**config.mk**
```make
export PLATFORM = sky130hd
export DESIGN_NAME = ssfe_engine
export DESIGN_NICKNAME = d
export VERILOG_FILES = /design/src/ssfe_pkg.sv /design/src/ssfe_fifo.sv /design/src/ssfe_engine.sv
export SDC_FILE = /design/constraint.sdc
export NUM_CORES = 1
export LEC_CHECK = 0
export BUFFER_PORTS_ARGS = -buffer_cell sky130_fd_sc_hd__clkbuf_2
export CORE_ASPECT_RATIO = 0.7
export CORE_MARGIN = 2
export CORE_UTILIZATION = 64
export DETAILED_ROUTE_END_ITERATION = 6
export PLACE_DENSITY = 0.87
export SYNTH_ARGS = -nofsm -noshare
export SYNTH_HDL_FRONTEND = slang
export SYNTH_SLANG_ARGS = --single-unit
```
**constraint.sdc**
```tcl
create_clock -name core_clk -period 6.3 [get_ports core_clk]
set_input_delay 0.63 -clock core_clk [delete_from_list [all_inputs] [get_ports core_clk]]
set_output_delay 0.63 -clock core_clk [all_outputs]
set_load 0.05 [all_outputs]
```
**src/ssfe_pkg.sv**
```systemverilog
// Shared constants and types of the synchronous serial frame engine.
package ssfe_pkg;
  // ----------------------------------------------------------------
  // Frame layout
  // ----------------------------------------------------------------
  localparam int        WORD_W      = 16;
  localparam int        FIFO_DEPTH  = 16;
  localparam logic      FMT_SPI     = 1'b0;
  localparam logic      FMT_CMD     = 1'b1;
  localparam logic [6:0] CMD_BITS   = 7'd8;
  localparam logic [6:0] CMD_WAIT   = 7'd1;
  localparam logic [6:0] CMD_LAST_TX_EDGE = 7'd16;
  localparam logic [6:0] CMD_FIRST_RX_EDGE = 7'd19;
  localparam logic [15:0] WORD_ZERO = 16'h0000;
  localparam logic [7:0] BYTE_ZERO  = 8'h00;
  // ----------------------------------------------------------------
  // Timing
  // ----------------------------------------------------------------
  localparam int CLK_PERIOD_NS = 20;
  localparam int BIT_PERIOD_NS = 160;
  localparam int HALF_CYCLES   = (BIT_PERIOD_NS / 2 + CLK_PERIOD_NS - 1) / CLK_PERIOD_NS;
  // ----------------------------------------------------------------
  // Master sequencer states
  // ----------------------------------------------------------------
  typedef enum logic [1:0] {
    SSFE_IDLE,
    SSFE_RUN,
    SSFE_GAP
  } ssfe_state_t;
endpackage : ssfe_pkg

```
**src/ssfe_fifo.sv**
```systemverilog
// Parameterised valid/ready FIFO that buffers transmit words.
`timescale 1ns/1ps
module ssfe_fifo #(
  parameter int W     = 16,
  parameter int DEPTH = 16
) (
  input  wire logic         clk,
  input  wire logic         rst_n,
  input  wire logic [W-1:0] in_data,
  input  wire logic         in_valid,
  output logic              in_ready,
  output logic [W-1:0]      out_data,
  output logic              out_valid,
  input  wire logic         out_ready
);
  // DEPTH must be a power of two; the pointers wrap by overflow.
  localparam int AW = $clog2(DEPTH);

  typedef struct packed {
    logic [DEPTH-1:0][W-1:0] mem;
    logic [AW-1:0]           wp;
    logic [AW-1:0]           rp;
    logic [AW:0]             cnt;
  } ssfe_fifo_t;

  ssfe_fifo_t st_reg;
  ssfe_fifo_t st_next;
  logic       push;
  logic       pop;

  assign in_ready  = st_reg.cnt != (AW+1)'(DEPTH);
  assign out_valid = st_reg.cnt != '0;
  assign out_data  = st_reg.mem[st_reg.rp];
  assign push      = in_valid & in_ready;
  assign pop       = out_valid & out_ready;

  always_comb begin
    st_next = st_reg;
    if (push) begin
      st_next.mem[st_reg.wp] = in_data;
      st_next.wp             = st_reg.wp + 1'b1;
    end
    if (pop) begin
      st_next.rp = st_reg.rp + 1'b1;
    end
    if (push && !pop) begin
      st_next.cnt = st_reg.cnt + 1'b1;
    end else if (pop && !push) begin
      st_next.cnt = st_reg.cnt - 1'b1;
    end
  end

  always_ff @(posedge clk or negedge rst_n) begin
    if (!rst_n) begin
      st_reg <= '0;
    end else begin
      st_reg <= st_next;
    end
  end
endmodule : ssfe_fifo

```
**src/ssfe_engine.sv**
```systemverilog
// Frame-timing engine of a synchronous serial port, master and slave.
`timescale 1ns/1ps
// Operation
// - Idle: select high, output low, clock pad per role.
// - SPI idle clock level equals polarity.
// - Enabled master with queued word starts frame.
// - Phase 0: data half period, edge after.
// - Polarity 0 phase 0: sample rising, change falling.
// - Polarity 1 phase 0: sample falling, change rising.
// - Phase 0 bursts pulse select between words.
// - Select rises one bit after last sample.
// - Phase 1: first bit and edge after half.
// - Polarity 0 phase 1: sample falling, change rising.
// - Polarity 1 phase 1: sample rising, change falling.
// - Phase 1 bursts keep select low throughout.
// - Command byte, one wait, 4-16 bit reply.
// - Command frame loads word, drives MSB at select.
// - Reply bits latched on rising clock edges.
// - Single command frame ends one clock after.
// - Continuous command frames chain next byte directly.
// - Command slave samples first rising edge.
// - Words 4 to 16 bits, MSB first.
module ssfe_engine #(
  parameter int HALF = ssfe_pkg::HALF_CYCLES,
  parameter int W    = ssfe_pkg::WORD_W
) (
  input  wire logic         core_clk,
  input  wire logic         rst_n,
  input  wire logic         enable,
  input  wire logic         is_master,
  input  wire logic         frame_format,
  input  wire logic         clock_idle_polarity,
  input  wire logic         clock_phase_select,
  input  wire logic [3:0]   data_bits_m1,
  input  wire logic [3:0]   reply_bits_m1,
  input  wire logic [W-1:0] tx_data,
  input  wire logic         tx_valid,
  output logic              tx_ready,
  output logic [W-1:0]      rx_data,
  output logic              rx_valid,
  output logic              busy,
  input  wire logic         serial_clock_pin_in,
  output logic              serial_clock_pin_out,
  output logic              serial_clock_pin_oe,
  input  wire logic         frame_select_pin_in,
  output logic              frame_select_pin_out,
  output logic              frame_select_pin_oe,
  output logic              serial_out_pin,
  output logic              serial_out_pin_oe,
  input  wire logic         serial_in_pin
);
  // ----------------------------------------------------------------
  // State
  // ----------------------------------------------------------------
  typedef struct packed {
    ssfe_pkg::ssfe_state_t st;
    logic [7:0]            div;
    logic [6:0]            h;
    logic                  sclk;
    logic                  fss;
    logic                  sout;
    logic                  oe;
    logic [15:0]           tx_sh;
    logic [15:0]           rx_sh;
    logic [15:0]           rx_word;
    logic                  rx_pulse;
    logic [6:0]            sedge;
    logic                  ck_s1;
    logic                  ck_s2;
    logic                  ck_s3;
    logic                  fs_s1;
    logic                  fs_s2;
    logic                  fs_s3;
    logic                  di_s1;
    logic                  di_s2;
  } ssfe_core_t;

  ssfe_core_t    s_reg;
  ssfe_core_t    s_next;
  logic [15:0]   q_data;
  logic          q_valid;
  logic          q_pop;

  // ----------------------------------------------------------------
  // Transmit buffer
  // ----------------------------------------------------------------
  ssfe_fifo #(
    .W     (16),
    .DEPTH (ssfe_pkg::FIFO_DEPTH)
  ) u_txq (
    .clk       (core_clk),
    .rst_n     (rst_n),
    .in_data   (tx_data),
    .in_valid  (tx_valid),
    .in_ready  (tx_ready),
    .out_data  (q_data),
    .out_valid (q_valid),
    .out_ready (q_pop)
  );

  function automatic logic [15:0] ssfe_align(input logic [15:0] w, input logic cmd, input logic [3:0] nm1);
    logic [15:0] r;
    r = cmd ? {w[7:0], ssfe_pkg::BYTE_ZERO} : (w << (4'd15 - nm1));
    return r;
  endfunction : ssfe_align

  logic        cmd;
  logic        ph;
  logic        pol;
  logic [6:0]  n2;
  logic [6:0]  c2;
  logic [6:0]  e;
  logic        tick;
  logic [6:0]  se;
  logic        s_edge;
  logic        fs_fall;

  always_comb begin
    cmd     = frame_format == ssfe_pkg::FMT_CMD;
    // The command format clocks like polarity 0, phase 0: sample rising, change falling.
    ph      = cmd ? 1'b0 : clock_phase_select;
    pol     = cmd ? 1'b0 : clock_idle_polarity;
    n2      = {2'b00, data_bits_m1, 1'b0} + 7'd2;
    c2      = {2'b00, reply_bits_m1, 1'b0} + 7'd2 + ((ssfe_pkg::CMD_BITS + ssfe_pkg::CMD_WAIT) << 1);
    e       = s_reg.h + ((cmd || ph) ? 7'd1 : 7'd0);
    tick    = s_reg.div == 8'(HALF - 1);
    se      = s_reg.sedge + 7'd1;
    s_edge  = s_reg.ck_s2 != s_reg.ck_s3;
    fs_fall = s_reg.fs_s3 & ~s_reg.fs_s2;
  end

  // ----------------------------------------------------------------
  // Next state
  // ----------------------------------------------------------------
  always_comb begin
    s_next          = s_reg;
    q_pop           = 1'b0;
    s_next.rx_pulse = 1'b0;
    // Pin inputs cross into core_clk through two flops before use.
    s_next.ck_s1 = serial_clock_pin_in;
    s_next.ck_s2 = s_reg.ck_s1;
    s_next.ck_s3 = s_reg.ck_s2;
    s_next.fs_s1 = frame_select_pin_in;
    s_next.fs_s2 = s_reg.fs_s1;
    s_next.fs_s3 = s_reg.fs_s2;
    s_next.di_s1 = serial_in_pin;
    s_next.di_s2 = s_reg.di_s1;

    if (!enable || !is_master) begin
      s_next.st   = ssfe_pkg::SSFE_IDLE;
      s_next.fss  = 1'b1;
      s_next.sclk = pol;
      s_next.div  = 8'h00;
      s_next.sout = 1'b0;
      s_next.oe   = 1'b0;
    end

    if (enable && !is_master) begin
      s_next.oe = ~s_reg.fs_s2;
      s_next.sout = s_reg.fs_s2 ? 1'b0 : s_reg.tx_sh[15];
      if (fs_fall) begin
        q_pop          = q_valid;
        s_next.tx_sh   = ssfe_align(q_valid ? q_data : ssfe_pkg::WORD_ZERO, 1'b0, data_bits_m1);
        s_next.sout    = s_next.tx_sh[15];
        s_next.sedge   = 7'd0;
        s_next.rx_sh   = ssfe_pkg::WORD_ZERO;
      end else if (!s_reg.fs_s2 && s_edge) begin
        s_next.sedge = se;
        if (se[0] != ph) begin
          s_next.rx_sh = {s_reg.rx_sh[14:0], s_reg.di_s2};
          if (se == n2 - 7'd1 + {6'd0, ph}) begin
            s_next.rx_word  = {s_reg.rx_sh[14:0], s_reg.di_s2};
            s_next.rx_pulse = 1'b1;
          end
        end else if (se != n2 && (!ph || se != 7'd1)) begin
          s_next.tx_sh = s_reg.tx_sh << 1;
          s_next.sout  = s_reg.tx_sh[14];
        end
        if (se == n2) begin
          s_next.sedge = 7'd0;
          // phase 1 slave reloads without a select pulse
          if (ph) begin
            q_pop        = q_valid;
            s_next.tx_sh = ssfe_align(q_valid ? q_data : ssfe_pkg::WORD_ZERO, 1'b0, data_bits_m1);
            s_next.sout  = s_next.tx_sh[15];
          end
        end
      end
    end

    if (enable && is_master) begin
      case (s_reg.st)
        ssfe_pkg::SSFE_IDLE: begin
          s_next.sclk = pol;
          s_next.fss  = 1'b1;
          s_next.sout = 1'b0;
          s_next.oe   = 1'b0;
          s_next.div  = 8'h00;
          s_next.h    = 7'd0;
          if (q_valid) begin
            q_pop         = 1'b1;
            s_next.st     = ssfe_pkg::SSFE_RUN;
            s_next.fss    = 1'b0;
            s_next.oe     = 1'b1;
            s_next.rx_sh  = ssfe_pkg::WORD_ZERO;
            s_next.tx_sh  = ssfe_align(q_data, cmd, data_bits_m1);
            s_next.sout   = cmd ? s_next.tx_sh[15] : 1'b0;
          end
        end
        ssfe_pkg::SSFE_RUN: begin
          s_next.div = tick ? 8'h00 : s_reg.div + 8'h01;
          if (tick) begin
            s_next.h = s_reg.h + 7'd1;
            if (!cmd) begin
              if (s_reg.h == 7'd0) begin
                s_next.sout = s_reg.tx_sh[15];
              end
              // phase 1 edges start with MSB
              if (e >= 7'd1 && e <= n2) begin
                s_next.sclk = ~s_reg.sclk;
                if (e[0] != ph) begin
                  s_next.rx_sh = {s_reg.rx_sh[14:0], s_reg.di_s2};
                  if (e == n2 - 7'd1 + {6'd0, ph}) begin
                    s_next.rx_word  = {s_reg.rx_sh[14:0], s_reg.di_s2};
                    s_next.rx_pulse = 1'b1;
                  end
                end else if (e != n2 && (!ph || e != 7'd1)) begin
                  s_next.tx_sh = s_reg.tx_sh << 1;
                  s_next.sout  = s_reg.tx_sh[14];
                end
              end
              if (ph && e == n2 + 7'd1 && q_valid) begin
                q_pop         = 1'b1;
                s_next.tx_sh  = ssfe_align(q_data, 1'b0, data_bits_m1);
                s_next.sout   = s_next.tx_sh[15];
                s_next.rx_sh  = ssfe_pkg::WORD_ZERO;
                s_next.sclk   = ~s_reg.sclk;
                s_next.h      = 7'd1;
              end else if (e == n2 + 7'd1 + {6'd0, ph}) begin
                // select one bit after last sample
                // phase 0 select pulse via gap
                s_next.st   = ssfe_pkg::SSFE_GAP;
                s_next.fss  = 1'b1;
                s_next.oe   = 1'b0;
                s_next.sout = 1'b0;
              end
            end else begin
              if (e <= c2) begin
                s_next.sclk = ~s_reg.sclk;
              end
              if (e[0] && e >= ssfe_pkg::CMD_FIRST_RX_EDGE && e < c2) begin
                s_next.rx_sh = {s_reg.rx_sh[14:0], s_reg.di_s2};
              end
              if (!e[0] && e < ssfe_pkg::CMD_LAST_TX_EDGE) begin
                s_next.tx_sh = s_reg.tx_sh << 1;
                s_next.sout  = s_reg.tx_sh[14];
              end else if (e == ssfe_pkg::CMD_LAST_TX_EDGE) begin
                s_next.sout = 1'b0;
              end
              if (e == c2 && q_valid) begin
                q_pop           = 1'b1;
                s_next.rx_word  = s_reg.rx_sh;
                s_next.rx_pulse = 1'b1;
                s_next.rx_sh    = ssfe_pkg::WORD_ZERO;
                s_next.tx_sh    = ssfe_align(q_data, 1'b1, data_bits_m1);
                s_next.sout     = s_next.tx_sh[15];
                s_next.h        = 7'd0;
              end else if (e == c2 + 7'd1) begin
                s_next.rx_word  = s_reg.rx_sh;
                s_next.rx_pulse = 1'b1;
                s_next.st       = ssfe_pkg::SSFE_GAP;
                s_next.fss      = 1'b1;
                s_next.oe       = 1'b0;
                s_next.sout     = 1'b0;
              end
            end
          end
        end
        ssfe_pkg::SSFE_GAP: begin
          // Select stays high at least half a bit before the next frame.
          s_next.div = tick ? 8'h00 : s_reg.div + 8'h01;
          if (tick) begin
            s_next.st = ssfe_pkg::SSFE_IDLE;
          end
        end
        default: begin
          s_next.st = ssfe_pkg::SSFE_IDLE;
        end
      endcase
    end
  end

  always_ff @(posedge core_clk or negedge rst_n) begin
    if (!rst_n) begin
      s_reg       <= '0;
      s_reg.fss   <= 1'b1;
      s_reg.fs_s1 <= 1'b1;
      s_reg.fs_s2 <= 1'b1;
      s_reg.fs_s3 <= 1'b1;
    end else begin
      s_reg <= s_next;
    end
  end

  // ----------------------------------------------------------------
  // Outputs
  // ----------------------------------------------------------------
  // pad drive per role
  assign serial_clock_pin_out = s_reg.sclk;
  assign serial_clock_pin_oe  = is_master;
  assign frame_select_pin_out = s_reg.fss;
  assign frame_select_pin_oe  = is_master;
  assign serial_out_pin       = s_reg.sout;
  assign serial_out_pin_oe    = s_reg.oe;
  assign rx_data              = s_reg.rx_word;
  assign rx_valid             = s_reg.rx_pulse;
  assign busy                 = (s_reg.st != ssfe_pkg::SSFE_IDLE) | ~s_reg.fs_s2;
endmodule : ssfe_engine

```
### Word-level counts from Yosys, hierarchy flattened

Index checks and enable logic that the tools add are counted.
W data, S select, Z words.

* input bits: 35
* word-level logic and storage cells: 221
* output and inout bits: 25
* flip-flop bits (word level): 354

* bitwise operators: 6
* multiplexer cells: 92
* magnitude comparators: 9
* equal/unequal tests: 20
* reduce and logical (&&, ||, !) cells: 36
* shifts and indexed selects: 2
* add/subtract/negate cells: 17

Operator list (number)
* $bwmux W256: 1
* $mux W16: 12
* $mux W60: 2
* $mux W17: 6
* $mux W32: 3
* $pmux W43 S2: 1
* $mux W70: 1
* $mux W33: 2
* $bmux W16 S4: 1
* $demux W16 S4: 1
* $mux W58: 1
* $mux W56: 1
* $mux W49: 1
* $eq A7 B7 Y1: 6
* $mux W1: 36
* $mux W35: 1
* $shl A16 B4 Y16: 2
* $add A7 B1 Y7: 3
* $add A7 B1 Y7 const B: 3
* $mux W7: 3
* $mux W2: 8
* $mux W8: 2
* $pmux W8 S2: 1
* $logic_and A1 B1 Y1: 15
* other kinds (45): 69

### Depth between registers and ports, before layout

Gate-level depths: netlist of run 1.

* depth after elaboration: 21
* gate-level depth with buffers: 26
* gate-level depth less buffers: 23

### Hierarchy

A second synthesis of run 1 with hierarchy kept.

* cells, all modules: 1826
* area total of the unflattened synthesis: 20842.5 sq um

Modules (own cells, without submodules)
* ssfe_fifo: area an instance 12787.3 sq um, sequential area each 6731.5 sq um, cells each 846, instances 1
* ssfe_engine: area an instance 8055.2 sq um, sequential area each 2132.0 sq um, cells each 980, instances 1

### Least setup slack after synthesis of run 1

Ideal clock, no wire load.

* path type: input to register
* start point: input frame_format
* end point: register u_txq.st_reg[4] in the netlist's numbering
* slack: 584 ps
* path buffers: 3
* required time: 6175 ps
* stages on the path: 26
* setup time: 125 ps
* data arrival time: 5590 ps
* cell sequence: clkbuf_1 clkbuf_1 clkbuf_1 or2_2 ha_1 ha_1 nand3_1 xor2_1 inv_1 ha_1 and4_1 o211ai_1 nor4_1 nand2_1 a21oi_1 o21ai_0 a21oi_1 inv_1 ha_1 inv_1 ha_1 a21o_1 a21oi_1 xnor2_1 nor2_1 xor2_1

* longest elaborated chain between the ends: 16
* elaborated cells on any way between the ends: 27
* those cells by class: add/sub: 1; eq/ne: 2; mux: 15; bitwise: 1; reduce/logical: 8

Ends and longest elaborated chain
* from (decl): RTL line ssfe_engine.sv:31 `input wire logic frame_format,`
* $mux W1: RTL line ssfe_engine.sv:121 `ph = cmd ? 1'b0 : clock_phase_select;`
* $logic_or A1 B1 Y1: RTL line ssfe_engine.sv:125 `e = s_reg.h + ((cmd || ph) ? 7'd1 : 7'd0);`
* $mux W1: RTL line ssfe_engine.sv:125
* $add A7 B1 Y7: RTL line ssfe_engine.sv:125
* $eq A7 B7 Y1: RTL line ssfe_engine.sv:232 `if (ph && e == n2 + 7'd1 && q_valid) begin`
* $logic_and A1 B1 Y1 (2 in series): RTL line ssfe_engine.sv:232
* $mux W1: RTL line ssfe_engine.sv:232
* $mux W1: RTL line ssfe_engine.sv:214 `if (!cmd) begin`
* $mux W1: RTL line ssfe_engine.sv:212 `if (tick) begin`
* $pmux W1 S2: RTL line ssfe_engine.sv:192 `case (s_reg.st)`
* $mux W1 *: RTL line ssfe_engine.sv:191 `if (enable && is_master) begin`
* $and A1 B1 Y1 *: RTL line ssfe_fifo.sv:35 `assign pop = out_valid & out_ready;`
* $logic_not A1 Y1: RTL line ssfe_fifo.sv:46 `if (push && !pop) begin`
* $logic_and A1 B1 Y1: RTL line ssfe_fifo.sv:46
* $mux W5 or $reduce_bool A2 Y1 (tied branches)
* to (signal assigned): RTL line ssfe_fifo.sv:57 `st_reg <= st_next;`
* to (decl): RTL line ssfe_fifo.sv:26 `ssfe_fifo_t st_reg;`

Every way passes the cells marked *; elsewhere a longest branch is shown, timed or not.
A chain may end at the register's enable or synchronous reset.

### Final worst setup path of run 1

* start point: register s_reg[68] in the netlist's numbering
* end point: register u_txq.st_reg[4] in the netlist's numbering

* longest elaborated chain between the ends: 13
* elaborated cells on any way between the ends: 18
* those cells by class: add/sub: 1; eq/ne: 2; mux: 7; bitwise: 1; reduce/logical: 7

Ends and longest elaborated chain
* from (decl): RTL line ssfe_engine.sv:78 `ssfe_core_t s_reg;`
* from (signal assigned): RTL line ssfe_engine.sv:301 `s_reg <= s_next;`
* $add A7 B1 Y7 *: RTL line ssfe_engine.sv:125
* $eq A7 B7 Y1: RTL line ssfe_engine.sv:232
* $logic_and A1 B1 Y1 (2 in series): RTL line ssfe_engine.sv:232
* $mux W1: RTL line ssfe_engine.sv:232
* $mux W1 *: RTL line ssfe_engine.sv:214
* $mux W1 *: RTL line ssfe_engine.sv:212
* $pmux W1 S2 *: RTL line ssfe_engine.sv:192
* $mux W1 *: RTL line ssfe_engine.sv:191
* $and A1 B1 Y1 *: RTL line ssfe_fifo.sv:35
* $logic_not A1 Y1: RTL line ssfe_fifo.sv:46
* $logic_and A1 B1 Y1: RTL line ssfe_fifo.sv:46
* $mux W5 or $reduce_bool A2 Y1 (tied branches)

Marked as above.

==> results.env, run 1 <==
RUN_STATUS='completed'
DRTPASS1ITERATIONS=7
HOLD_VIOL_FINAL=0
SYNTH_AREA_LEADERS='dfrtp_1, mux2_2, mux4_2'
NUMBER_OF_MAXIMUM_CAPACITANCE_VIOLATIONS=0
PLACEMENT_ROWS=55
DIEAREA_UM2=34500
NUM_ANTENNA_CELLS=0
SYN_NETS=1967
DESIGN.FINAL.NETS=1955
FINALSETUPTNS_NS=0
CRIT_SLOWEST_CELL='dfrtp_1'
CLOCKROOTBUFFER='clkbuf_16'
CRITICAL_PATH.STARTPOINT='s_reg[68]'
PORTBUFFERS=59
BUFFER_DEPTH_OF_THE_LONGEST_CLOCK_PATH=3
ENDPOINT_KIND='register'
CLOCK-SINKS=354
ASYNCSETRESETFLOPFRACSYNTH_PCT=100
STATIC-LEAKAGE-POWER_uW=0.00980
SEQ_POWER_SHARE_PCT=36.7
DIE_X_UM=221
PATH_COMMON_CELL='ha_1'
CP_CELL_SEQUENCE='ha_1 -> ha_1 -> nand3_1 -> xor2_1 -> inv_1 -> ha_1 -> and4_1 -> o211ai_1 -> nor4_1 -> buf_4 -> nand2_1 -> a21oi_1 -> o21ai_0 -> a21oi_1 -> inv_1 -> ha_1 -> inv_1 -> ha_1 -> a21o_1 -> a21oi_1 -> xnor2_1 -> nor2_1 -> xor2_1'
INTERNAL-POWER_uW=6640
FIRST_ITER_VIOLATIONS=2427
SYN_AVG_CELL_AREA_UM2=11.1
LEADING_CELL_TYPES_BY_COUNT_AFTER_SYNTHESIS='dfrtp_1, mux2_2, nand2_1, nor2_1, clkbuf_1'
CTS_TREE='built'
ROUTEDWLPERCELL_UM=26.1
P_SW_SHARE_PCT=37.6
COMBPWRFRAC_PCT=42.3
GRT_START_MAX_NET_PINS=138
CRIT-REG2REG-LAUNCH='s_reg[68]'
DIE_H_UM=156
MAX_FCLK_GHz=0.186
SETUP_SLACK_NS=0.915
YOSYS.CELL_COUNT.TOP_TYPE='dfrtp_1'
GRT_PASS1_VIAS=16646
R2R_END='u_txq.st_reg[4]'
PEAKVDDDROP_uV=331
TIMING.CRITICAL_PATH.TO='u_txq.st_reg[4]'
HOLD_SLACK_NS=0.0926
POST-ROUTE-UTIL_PCT=70.4
CLOCKPOWERSHARE_PCT=21.0
TIMING.CRITICAL_PATH.FROM_TYPE='register'
WORST_SLEW_PIN_SLEW_NS=1.04
CRITICAL_PATH.MAX_FANOUT=9
SYNTH_AREA_UM2=21100
NUM-FILL-CELLS=2202
MIN_PATH_TYPE='in -> async'
GLOBAL_ROUTE_WIRE_LENGTH_BEFORE_REPAIR_UM=96200
WORSTPATHARRIVAL_NS=5.82
DP_WORST_SETUP_SLACK_NS=0.701
GRT-OVFL-TOTAL=0
FP.COREAREA_UM2=32400
TIMING.FINAL.SETUP_VIOLATIONS=0
SYNTH_FLOP_CELL='dfrtp_1'
TRITONCTS.NUM_BUFFERS=36
CLOCK_TREE.HTREE_LEVEL_COUNT=2
R2R.WORST_PATH.CELLS=23
TIMING.CLOCK.SKEW_NS=0.0278
YOSYSWARNINGCOUNT=0
CP_DATA_REQUIRED_TIME_NS=6.73
SYNTH_TOP_CELL_BY_AREA='dfrtp_1'
YS_TYPES=95
PERIOD_NEEDED_NS=5.38
P_SWITCHING_uW=4000
AREA_USED_BY_MULTI_INPUT_COMBINATIONAL_LOGIC_UM2=11400
ANTENNA_FOUND_INITIAL=1
SYNTH_SEQ_CELLS=354
CLK_TRANSITION_REPORTED_PATHS_NS=0.07
MAX_REG_FLOPS=269
FIN_CRIT_SH_PCT=85.5
SYN-INSTANCE-COUNT=1895
CLOCK_LATENCY_NS=0.57
POWER.DENSITY_nW_PER_UM2=466
ROUTED_VIA_DENSITY=7.24
WORSTSETUPPATHTYPE='reg -> reg'
POST-LAYOUT-TOTAL-POWER_uW=10600
GRT_SETUP_UNREPAIRED='false'
CP_SLOWEST_STAGE_DELAY_NS=0.55
GROUTE.USAGE.OVERALL_PCT=35.6
IO_PINS=60
REGISTER_AREA_UM2=8870
SLEW_HEADROOM_PCT=30.2
POST-DP-HPWL_UM=40700
FINAL_MAX_SLEW_VIOL_COUNT=0
SYNTH_EDF_COUNT=0
TOTAL_DETAILED_ROUTING_WIRELENGTH_UM=61000
SYNTH_TOP_AREA_SHARE_PCT=41.5
DETAIL_ROUTE.DRC_VIOLATIONS=0
ROUTABILITYCONGESTION=1.00
VIAS_AFTER_DETAILED_ROUTING=16922
INITIAL_UTILIZATION_PCT=65.2
CTS_RESIZED=0
SETUP.REG_TO_REG.WORST_SLACK_NS=0.92
POSTCTSHOLDBUFS=0
POST_ROUTE_CELLS_DRIVE_ABOVE_1_SHARE_PCT=28.4
ANTENNA_VIOLATING_NETS_POST_ROUTE=0
AREA_DELTA_SYNTH_FINAL_PCT=8.01
POSTCTS_SETUP_BUFS=0
SYNTH_SEQUENTIAL_AREA_RATIO_PCT=42.0
==> worst max-delay path, delay by kind of cell (launching register included) <==
family | cells | cell delay (ns)
xor gates and xnor gates | 3 | 0.59
AOI/OAI and AO/OA | 6 | 1.29
adders and majority gates | 5 | 1.42
DFF | 1 | 0.55
buffers and inverters | 4 | 0.63
and+or+nand+nor | 5 | 0.78
==> kinds of logic (layout without fill, tap and decap cells) <==
group	after synthesis	count (layout)	share of synthesized area [%]
muxes	426	426	25.6
AOI/OAI and AO/OA	416	416	13.6
and+or+nand+nor	414	414	9.84
DFF	354	354	42.0
buffers and inverters	191	207	4.25
xor gates and xnor gates	57	57	2.46
adders and majority gates	37	37	2.23
==> how the worst min path moves through the flow <==
stage | start | end | slack (ns) | cells after the start
floorplan | rst_n | rx_data[0] | 0.33 | 0
global placement | s_next[6] | s_next[5] | 0.33 | 0
detailed placement | s_next[6] | s_next[5] | 0.34 | 0
CTS | frame_select_pin_in | s_next[3] | 0.14 | 1
global route | frame_select_pin_in | s_next[3] | 0.16 | 1
finish | rst_n | u_txq.st_reg[219] | 0.09 | 1
==> cells in the final DEF (no fill, tap or decap), types with 14 or more instances in the layout <==
cell | netlist | final
buf_4 | 25 | 43
ha_1 | 36 | 36
nor2b_1 | 16 | 16
dfrtp_1 | 350 | 347
mux2_2 | 279 | 279
o32ai_1 | 25 | 25
nand3_1 | 48 | 48
o21ai_0 | 70 | 70
clkbuf_2 | 0 | 58
a21oi_1 | 69 | 69
nand4_1 | 16 | 16
nor2_1 | 100 | 100
mux4_2 | 64 | 64
nand2b_1 | 15 | 15
xor2_1 | 16 | 16
o22ai_1 | 35 | 35
o31ai_1 | 14 | 14
a22oi_1 | 40 | 40
clkbuf_16 | 0 | 36
a211oi_1 | 16 | 16
inv_1 | 35 | 35
xnor2_1 | 39 | 39
nor3_1 | 23 | 22
nand2_1 | 107 | 107
mux2i_1 | 82 | 82
==> cell type report <==
class	count	share of cell area (%)
flip-flops and latches	354	38.9
multi-input cells	1350	49.9
clock buffers	53	4.58
repair buffers	103	2.84
well taps	427	2.34
inverters	38	0.625
clock inverters	13	0.861
==> layer usage <==
layer | routed length [µm] | share of wire [%] | vias to the layer above | GRT usage [%]
li1 | - | - | 7134 | -
met5 | 9 | 0.015 | - | 0
met3 | 7560 | 12 | 204 | 9.30
met4 | 1980 | 3.3 | 2 | 11.9
met1 | 25300 | 41 | 8427 | 53.0
met2 | 26200 | 43 | 1155 | 51.0
==> power by group through the flow <==
stage	clock network, µW	logic (µW)	registers, µW
finish	2230	4500	3900
global route	2340	4740	4000
CTS	2250	4390	3870
detailed placement	0	4320	3890
global placement	0	4170	3780
floorplan	0	3460	3540
==> stage by stage <==
stage	std cells	instance area, µm²
after floorplan	1895	21100
after global placement	2272	21600
after detailed placement	2272	21600
after CTS	2338	22800
after global routing	2338	22800
final	2338	22800
Note: power is estimated with default switching activity, not from simulation.
==> run 2: changes to the inputs <==
--- a/config.mk
+++ b/config.mk
@@ -8,9 +8,11 @@
 export BUFFER_PORTS_ARGS = -buffer_cell sky130_fd_sc_hd__clkbuf_2
 export CORE_ASPECT_RATIO = 0.7
 export CORE_MARGIN = 2
-export CORE_UTILIZATION = 64
+export CORE_UTILIZATION = 63
 export DETAILED_ROUTE_END_ITERATION = 6
-export PLACE_DENSITY = 0.87
+export PLACE_DENSITY = 0.85
 export SYNTH_ARGS = -nofsm -noshare
 export SYNTH_HDL_FRONTEND = slang
+export SYNTH_HIERARCHICAL = 1
 export SYNTH_SLANG_ARGS = --single-unit
+export TNS_END_PERCENT = 50
==> results.env, run 2 <==
RUN_STATUS='complete, but fails checks'  # was completed
VIOLATIONS='DRC'
FIRST_ITER_VIOLATIONS=2048  # was 2427
ASYNCSETRESETFLOPFRACSYNTH_PCT=100  # unchanged
POWER.DENSITY_nW_PER_UM2=456  # was 466 nW/µm²
SLEW_HEADROOM_PCT=17.9  # was 30.2%
FINALSETUPTNS_NS=0  # unchanged
PATH_COMMON_CELL='ha_1'  # unchanged
SYN-INSTANCE-COUNT=1826  # was 1895
GRT_PASS1_VIAS=15293  # was 16646
YOSYSWARNINGCOUNT=6  # was 0
GRT_SETUP_UNREPAIRED='false'  # unchanged
POST_ROUTE_CELLS_DRIVE_ABOVE_1_SHARE_PCT=27.8  # was 28.4%
WORST_HOLD_PATH.ENDPOINT='s_next[3]'
CLOCK_TREE.HTREE_LEVEL_COUNT=2  # unchanged
CLOCK_LATENCY_NS=0.55  # was 0.57 ns
TRITONCTS.NUM_BUFFERS=36  # unchanged
YOSYS.CELL_COUNT.TOP_TYPE='dfrtp_1'  # unchanged
WORSTPATHARRIVAL_NS=5.97  # was 5.82 ns
DRTPASS1ITERATIONS=7  # unchanged
POSTCTSHOLDBUFS=0  # unchanged
DESIGN.FINAL.NETS=1874  # was 1955
CRITICAL-PATH-TOP-DELAY-FAMILY='simple AND/OR/NAND/NOR gates'  # was adder cells
COMBPWRFRAC_PCT=40.6  # was 42.3%
CRITICAL_PATH.STARTPOINT='s_reg[68]'  # unchanged
GRT-OVFL-TOTAL=0  # unchanged
STATIC-LEAKAGE-POWER_uW=0.00997  # was 0.00980 µW
MAX_FCLK_GHz=0.181  # was 0.186 GHz
P_SWITCHING_uW=3810  # was 4000 µW
R2R.WORST_PATH.CELLS=21  # was 23
DP_WORST_SETUP_SLACK_NS=0.431  # was 0.701 ns
ANTENNA_VIOLATING_NETS_POST_ROUTE=0  # unchanged
SEQ_POWER_SHARE_PCT=37.6  # was 36.7%
ANTENNA_FOUND_INITIAL=2  # was 1
PERIOD_NEEDED_NS=5.51  # was 5.38 ns
WORSTSETUPPATHTYPE='reg -> reg'  # unchanged
MAX_REG_FLOPS=269  # unchanged
CLOCK-SINKS=354  # unchanged
R2R_END='u_txq/st_reg[4]'  # was u_txq.st_reg[4]
HOLDCRITSTARTPOINT='frame_select_pin_in'
SYNTH_FLOP_CELL='dfrtp_1'  # unchanged
DIE_X_UM=221  # about the same
ROUTED_VIA_DENSITY=6.89  # was 7.24
CP_SLOWEST_STAGE_DELAY_NS=0.48  # was 0.55 ns
GROUTE.USAGE.OVERALL_PCT=33.0  # was 35.6%
P_SW_SHARE_PCT=37.6  # about the same
SETUP_SLACK_NS=0.786  # was 0.915 ns
DETAIL_ROUTE.DRC_VIOLATIONS=9  # was 0
CRIT-REG2REG-LAUNCH='s_reg[68]'  # unchanged
HOLD_VIOL_FINAL=0  # unchanged
CTS_RESIZED=0  # unchanged
WORST_SLEW_PIN_SLEW_NS=1.23  # was 1.04 ns
TIMING.CLOCK.SKEW_NS=0.0246  # was 0.0278 ns
SYNTH_EDF_COUNT=0  # unchanged
CLOCKROOTBUFFER='clkbuf_16'  # unchanged
INITIAL_UTILIZATION_PCT=64.3  # was 65.2%
POST-ROUTE-UTIL_PCT=68.6  # was 70.4%
TIMING.FINAL.SETUP_VIOLATIONS=0  # unchanged
SYNTH_SEQ_CELLS=354  # unchanged
DIE_H_UM=156  # about the same
SYNTH_AREA_UM2=20800  # was 21100 µm²
LEADING_CELL_TYPES_BY_COUNT_AFTER_SYNTHESIS='dfrtp_1, mux2_2, mux2i_1, nand2_1, nor2_1'  # was dfrtp_1, mux2_2, nand2_1, nor2_1, clkbuf_1
CP_CELL_SEQUENCE='ha_1 -> ha_1 -> nand3_1 -> xor2_1 -> inv_2 -> ha_1 -> and3_1 -> and4b_1 -> and4_1 -> and2_0 -> o21ai_0 -> nand3_1 -> and2_1 -> inv_1 -> ha_1 -> inv_1 -> ha_1 -> a21o_1 -> a21oi_1 -> mux2i_1 -> xnor2_1'  # was ha_1 -> ha_1 -> nand3_1 -> xor2_1 -> inv_1 -> ha_1 -> and4_1 -> o211ai_1 -> nor4_1 -> buf_4 -> nand2_1 -> a21oi_1 -> o21ai_0 -> a21oi_1 -> inv_1 -> ha_1 -> inv_1 -> ha_1 -> a21o_1 -> a21oi_1 -> xnor2_1 -> nor2_1 -> xor2_1
CLK_TRANSITION_REPORTED_PATHS_NS=0.07  # about the same
TOTAL_DETAILED_ROUTING_WIRELENGTH_UM=56600  # was 61000 µm
MIN_PATH_TYPE='in -> reg'  # was in -> async
WORST-PATH-BUF-INV=3  # was 4
NUM-FILL-CELLS=2233  # was 2202
IO_PINS=60  # unchanged
POST-DP-HPWL_UM=37500  # was 40700 µm
AREA_DELTA_SYNTH_FINAL_PCT=6.61  # was 8.01%
FINAL_MAX_SLEW_VIOL_COUNT=0  # unchanged
PORTBUFFERS=59  # unchanged
PEAKVDDDROP_uV=354  # was 331 µV
NUMBER_OF_MAXIMUM_CAPACITANCE_VIOLATIONS=0  # unchanged
MOST-COMMON-LAYOUT-CELLS='dfrtp_1, mux2_2, mux2i_1, nand2_1, nor2_1'  # was dfrtp_1, mux2_2, nand2_1, nor2_1, mux2i_1
CLOCKPOWERSHARE_PCT=21.8  # was 21.0%
GR-USAGE-MET2_PCT=47.7  # was 51.0%
ENDPOINT_KIND='register'  # unchanged
SETUP.REG_TO_REG.WORST_SLACK_NS=0.79  # was 0.92 ns
FIN_CRIT_SH_PCT=87.5  # was 85.5%
BUFFER_DEPTH_OF_THE_LONGEST_CLOCK_PATH=3  # unchanged
CRIT_SLOWEST_CELL='dfrtp_1'  # unchanged
POSTCTS_SETUP_BUFS=0  # unchanged
SYNTH_AREA_LEADERS='dfrtp_1, mux2_2, mux2i_1'  # was dfrtp_1, mux2_2, mux4_2
GLOBAL_ROUTE_WIRE_LENGTH_BEFORE_REPAIR_UM=89300  # was 96200 µm
CRITICAL_PATH.MAX_FANOUT=8  # was 9
TIMING.CRITICAL_PATH.FROM_TYPE='register'  # unchanged
POST-PLACE-CELLS=2191  # was 2272
GR-USAGE-MET1_PCT=48.4  # was 53.0%
GLOBAL_ROUTE.PEAK_USAGE_LAYER='met1'  # unchanged
SYN_AVG_CELL_AREA_UM2=11.4  # was 11.1 µm²
SYNTH_TOP_CELL_BY_AREA='dfrtp_1'  # unchanged
YS_TYPES=91  # was 95
HOLD_PATH_DEPTH=1
VIAS_AFTER_DETAILED_ROUTING=15562  # was 16922
LAYOUT_COMMONEST_CELL='dfrtp_1'  # unchanged
GRTUSAGEMET3_PCT=9.68  # was 9.30%
PLACEMENT_ROWS=55  # unchanged
FINAL_STD_CELLS_W_O_FILL=2257  # was 2338
SYN_NETS=1898  # was 1967
SYNTH_TOP_AREA_SHARE_PCT=42.0  # was 41.5%
DIEAREA_UM2=34600  # was 34500 µm²
INTERNAL-POWER_uW=6330  # was 6640 µW
FP.COREAREA_UM2=32400  # unchanged
SYNTH_SEQUENTIAL_AREA_RATIO_PCT=42.5  # was 42.0%
GRT_START_MAX_NET_PINS=150  # was 138
ROUTABILITYCONGESTION=0.946  # was 1.00
CP_DATA_REQUIRED_TIME_NS=6.76  # was 6.73 ns
CTS_TREE='built'  # unchanged
ROUTEDWLPERCELL_UM=25.1  # was 26.1 µm
==> run 2: layout make-up <==
class,instances,area (µm²),area share [%]
Multi-Input combinational cell,1290,11000,49.3
Sequential cell,354,8870,39.9
Clock buffer,48,996,4.48
Tap cell,427,534,2.40
Timing Repair Buffer,82,503,2.26
Clock inverter,17,211,0.952
Inverter,38,143,0.642
Antenna cell,1,2.50,0.0113
==> run 2: how the worst max path moves through the flow <==
stage,cells after the start,endpoint,slack [ns]
floorplan,26,u_txq/st_reg[4],0.56
global placement,23,u_txq/st_reg[4],0.67
detailed placement,23,u_txq/st_reg[4],0.43
CTS,21,u_txq/st_reg[4],0.91
global route,21,u_txq/st_reg[4],0.54
finish,21,u_txq/st_reg[4],0.79
==> run 2: per-stage QoR <==
stage / cell area (µm²) / total power (µW) / hold WS [ns]
floorplan: 20800 / 6670 / 0.331
global placement: 21000 / 7510 / 0.333
detailed placement: 21000 / 7770 / 0.338
CTS: 22200 / 10000 / 0.156
global route: 22200 / 10600 / 0.160
finish: 22200 / 10100 / 0.176
==> run 2: layer usage <==
layer | part of all wire [%] | wire, µm | vias to the layer above
met5 | 0.023 | 13 | -
met4 | 2.1 | 1180 | 2
met3 | 11 | 6380 | 106
met2 | 43 | 24400 | 825
met1 | 44 | 24700 | 7863
li1 | - | - | 6766
==> run 2: power groups by stage <==
| stage | sequential, µW | combinational (µW) | clock [µW] |
|---|---|---|---|
| global route | 3910 | 4360 | 2340 |
| detailed placement | 3810 | 3960 | 0 |
| CTS | 3790 | 4020 | 2240 |
| floorplan | 3510 | 3160 | 0 |
| finish | 3810 | 4120 | 2210 |
| global placement | 3730 | 3780 | 0 |
==> run 2: cells by family (layout without fill, tap and decap cells) <==
kind of cell	count (synthesis)	after routing	synth area share (%)
simple gates	390	390	10.2
flops	354	354	42.5
compound gates	382	382	13.0
fa+ha+maj	37	37	2.26
other cells	0	1	0
xor+xnor	50	50	2.28
buf+inv	182	185	4.93
mux	431	431	24.8
==> run 2: worst register-to-register path: stages, from the launching register on <==
cell	delay (ns)
dfrtp_1	0.48
ha_1	0.27
ha_1	0.25
nand3_1	0.18
xor2_1	0.42
inv_2	0.17
ha_1	0.34
and3_1	0.18
and4b_1	0.29
and4_1	0.38
and2_0	0.41
o21ai_0	0.14
nand3_1	0.13
and2_1	0.23
inv_1	0.13
ha_1	0.25
inv_1	0.14
ha_1	0.28
a21o_1	0.20
a21oi_1	0.19
mux2i_1	0.24
xnor2_1	0.14
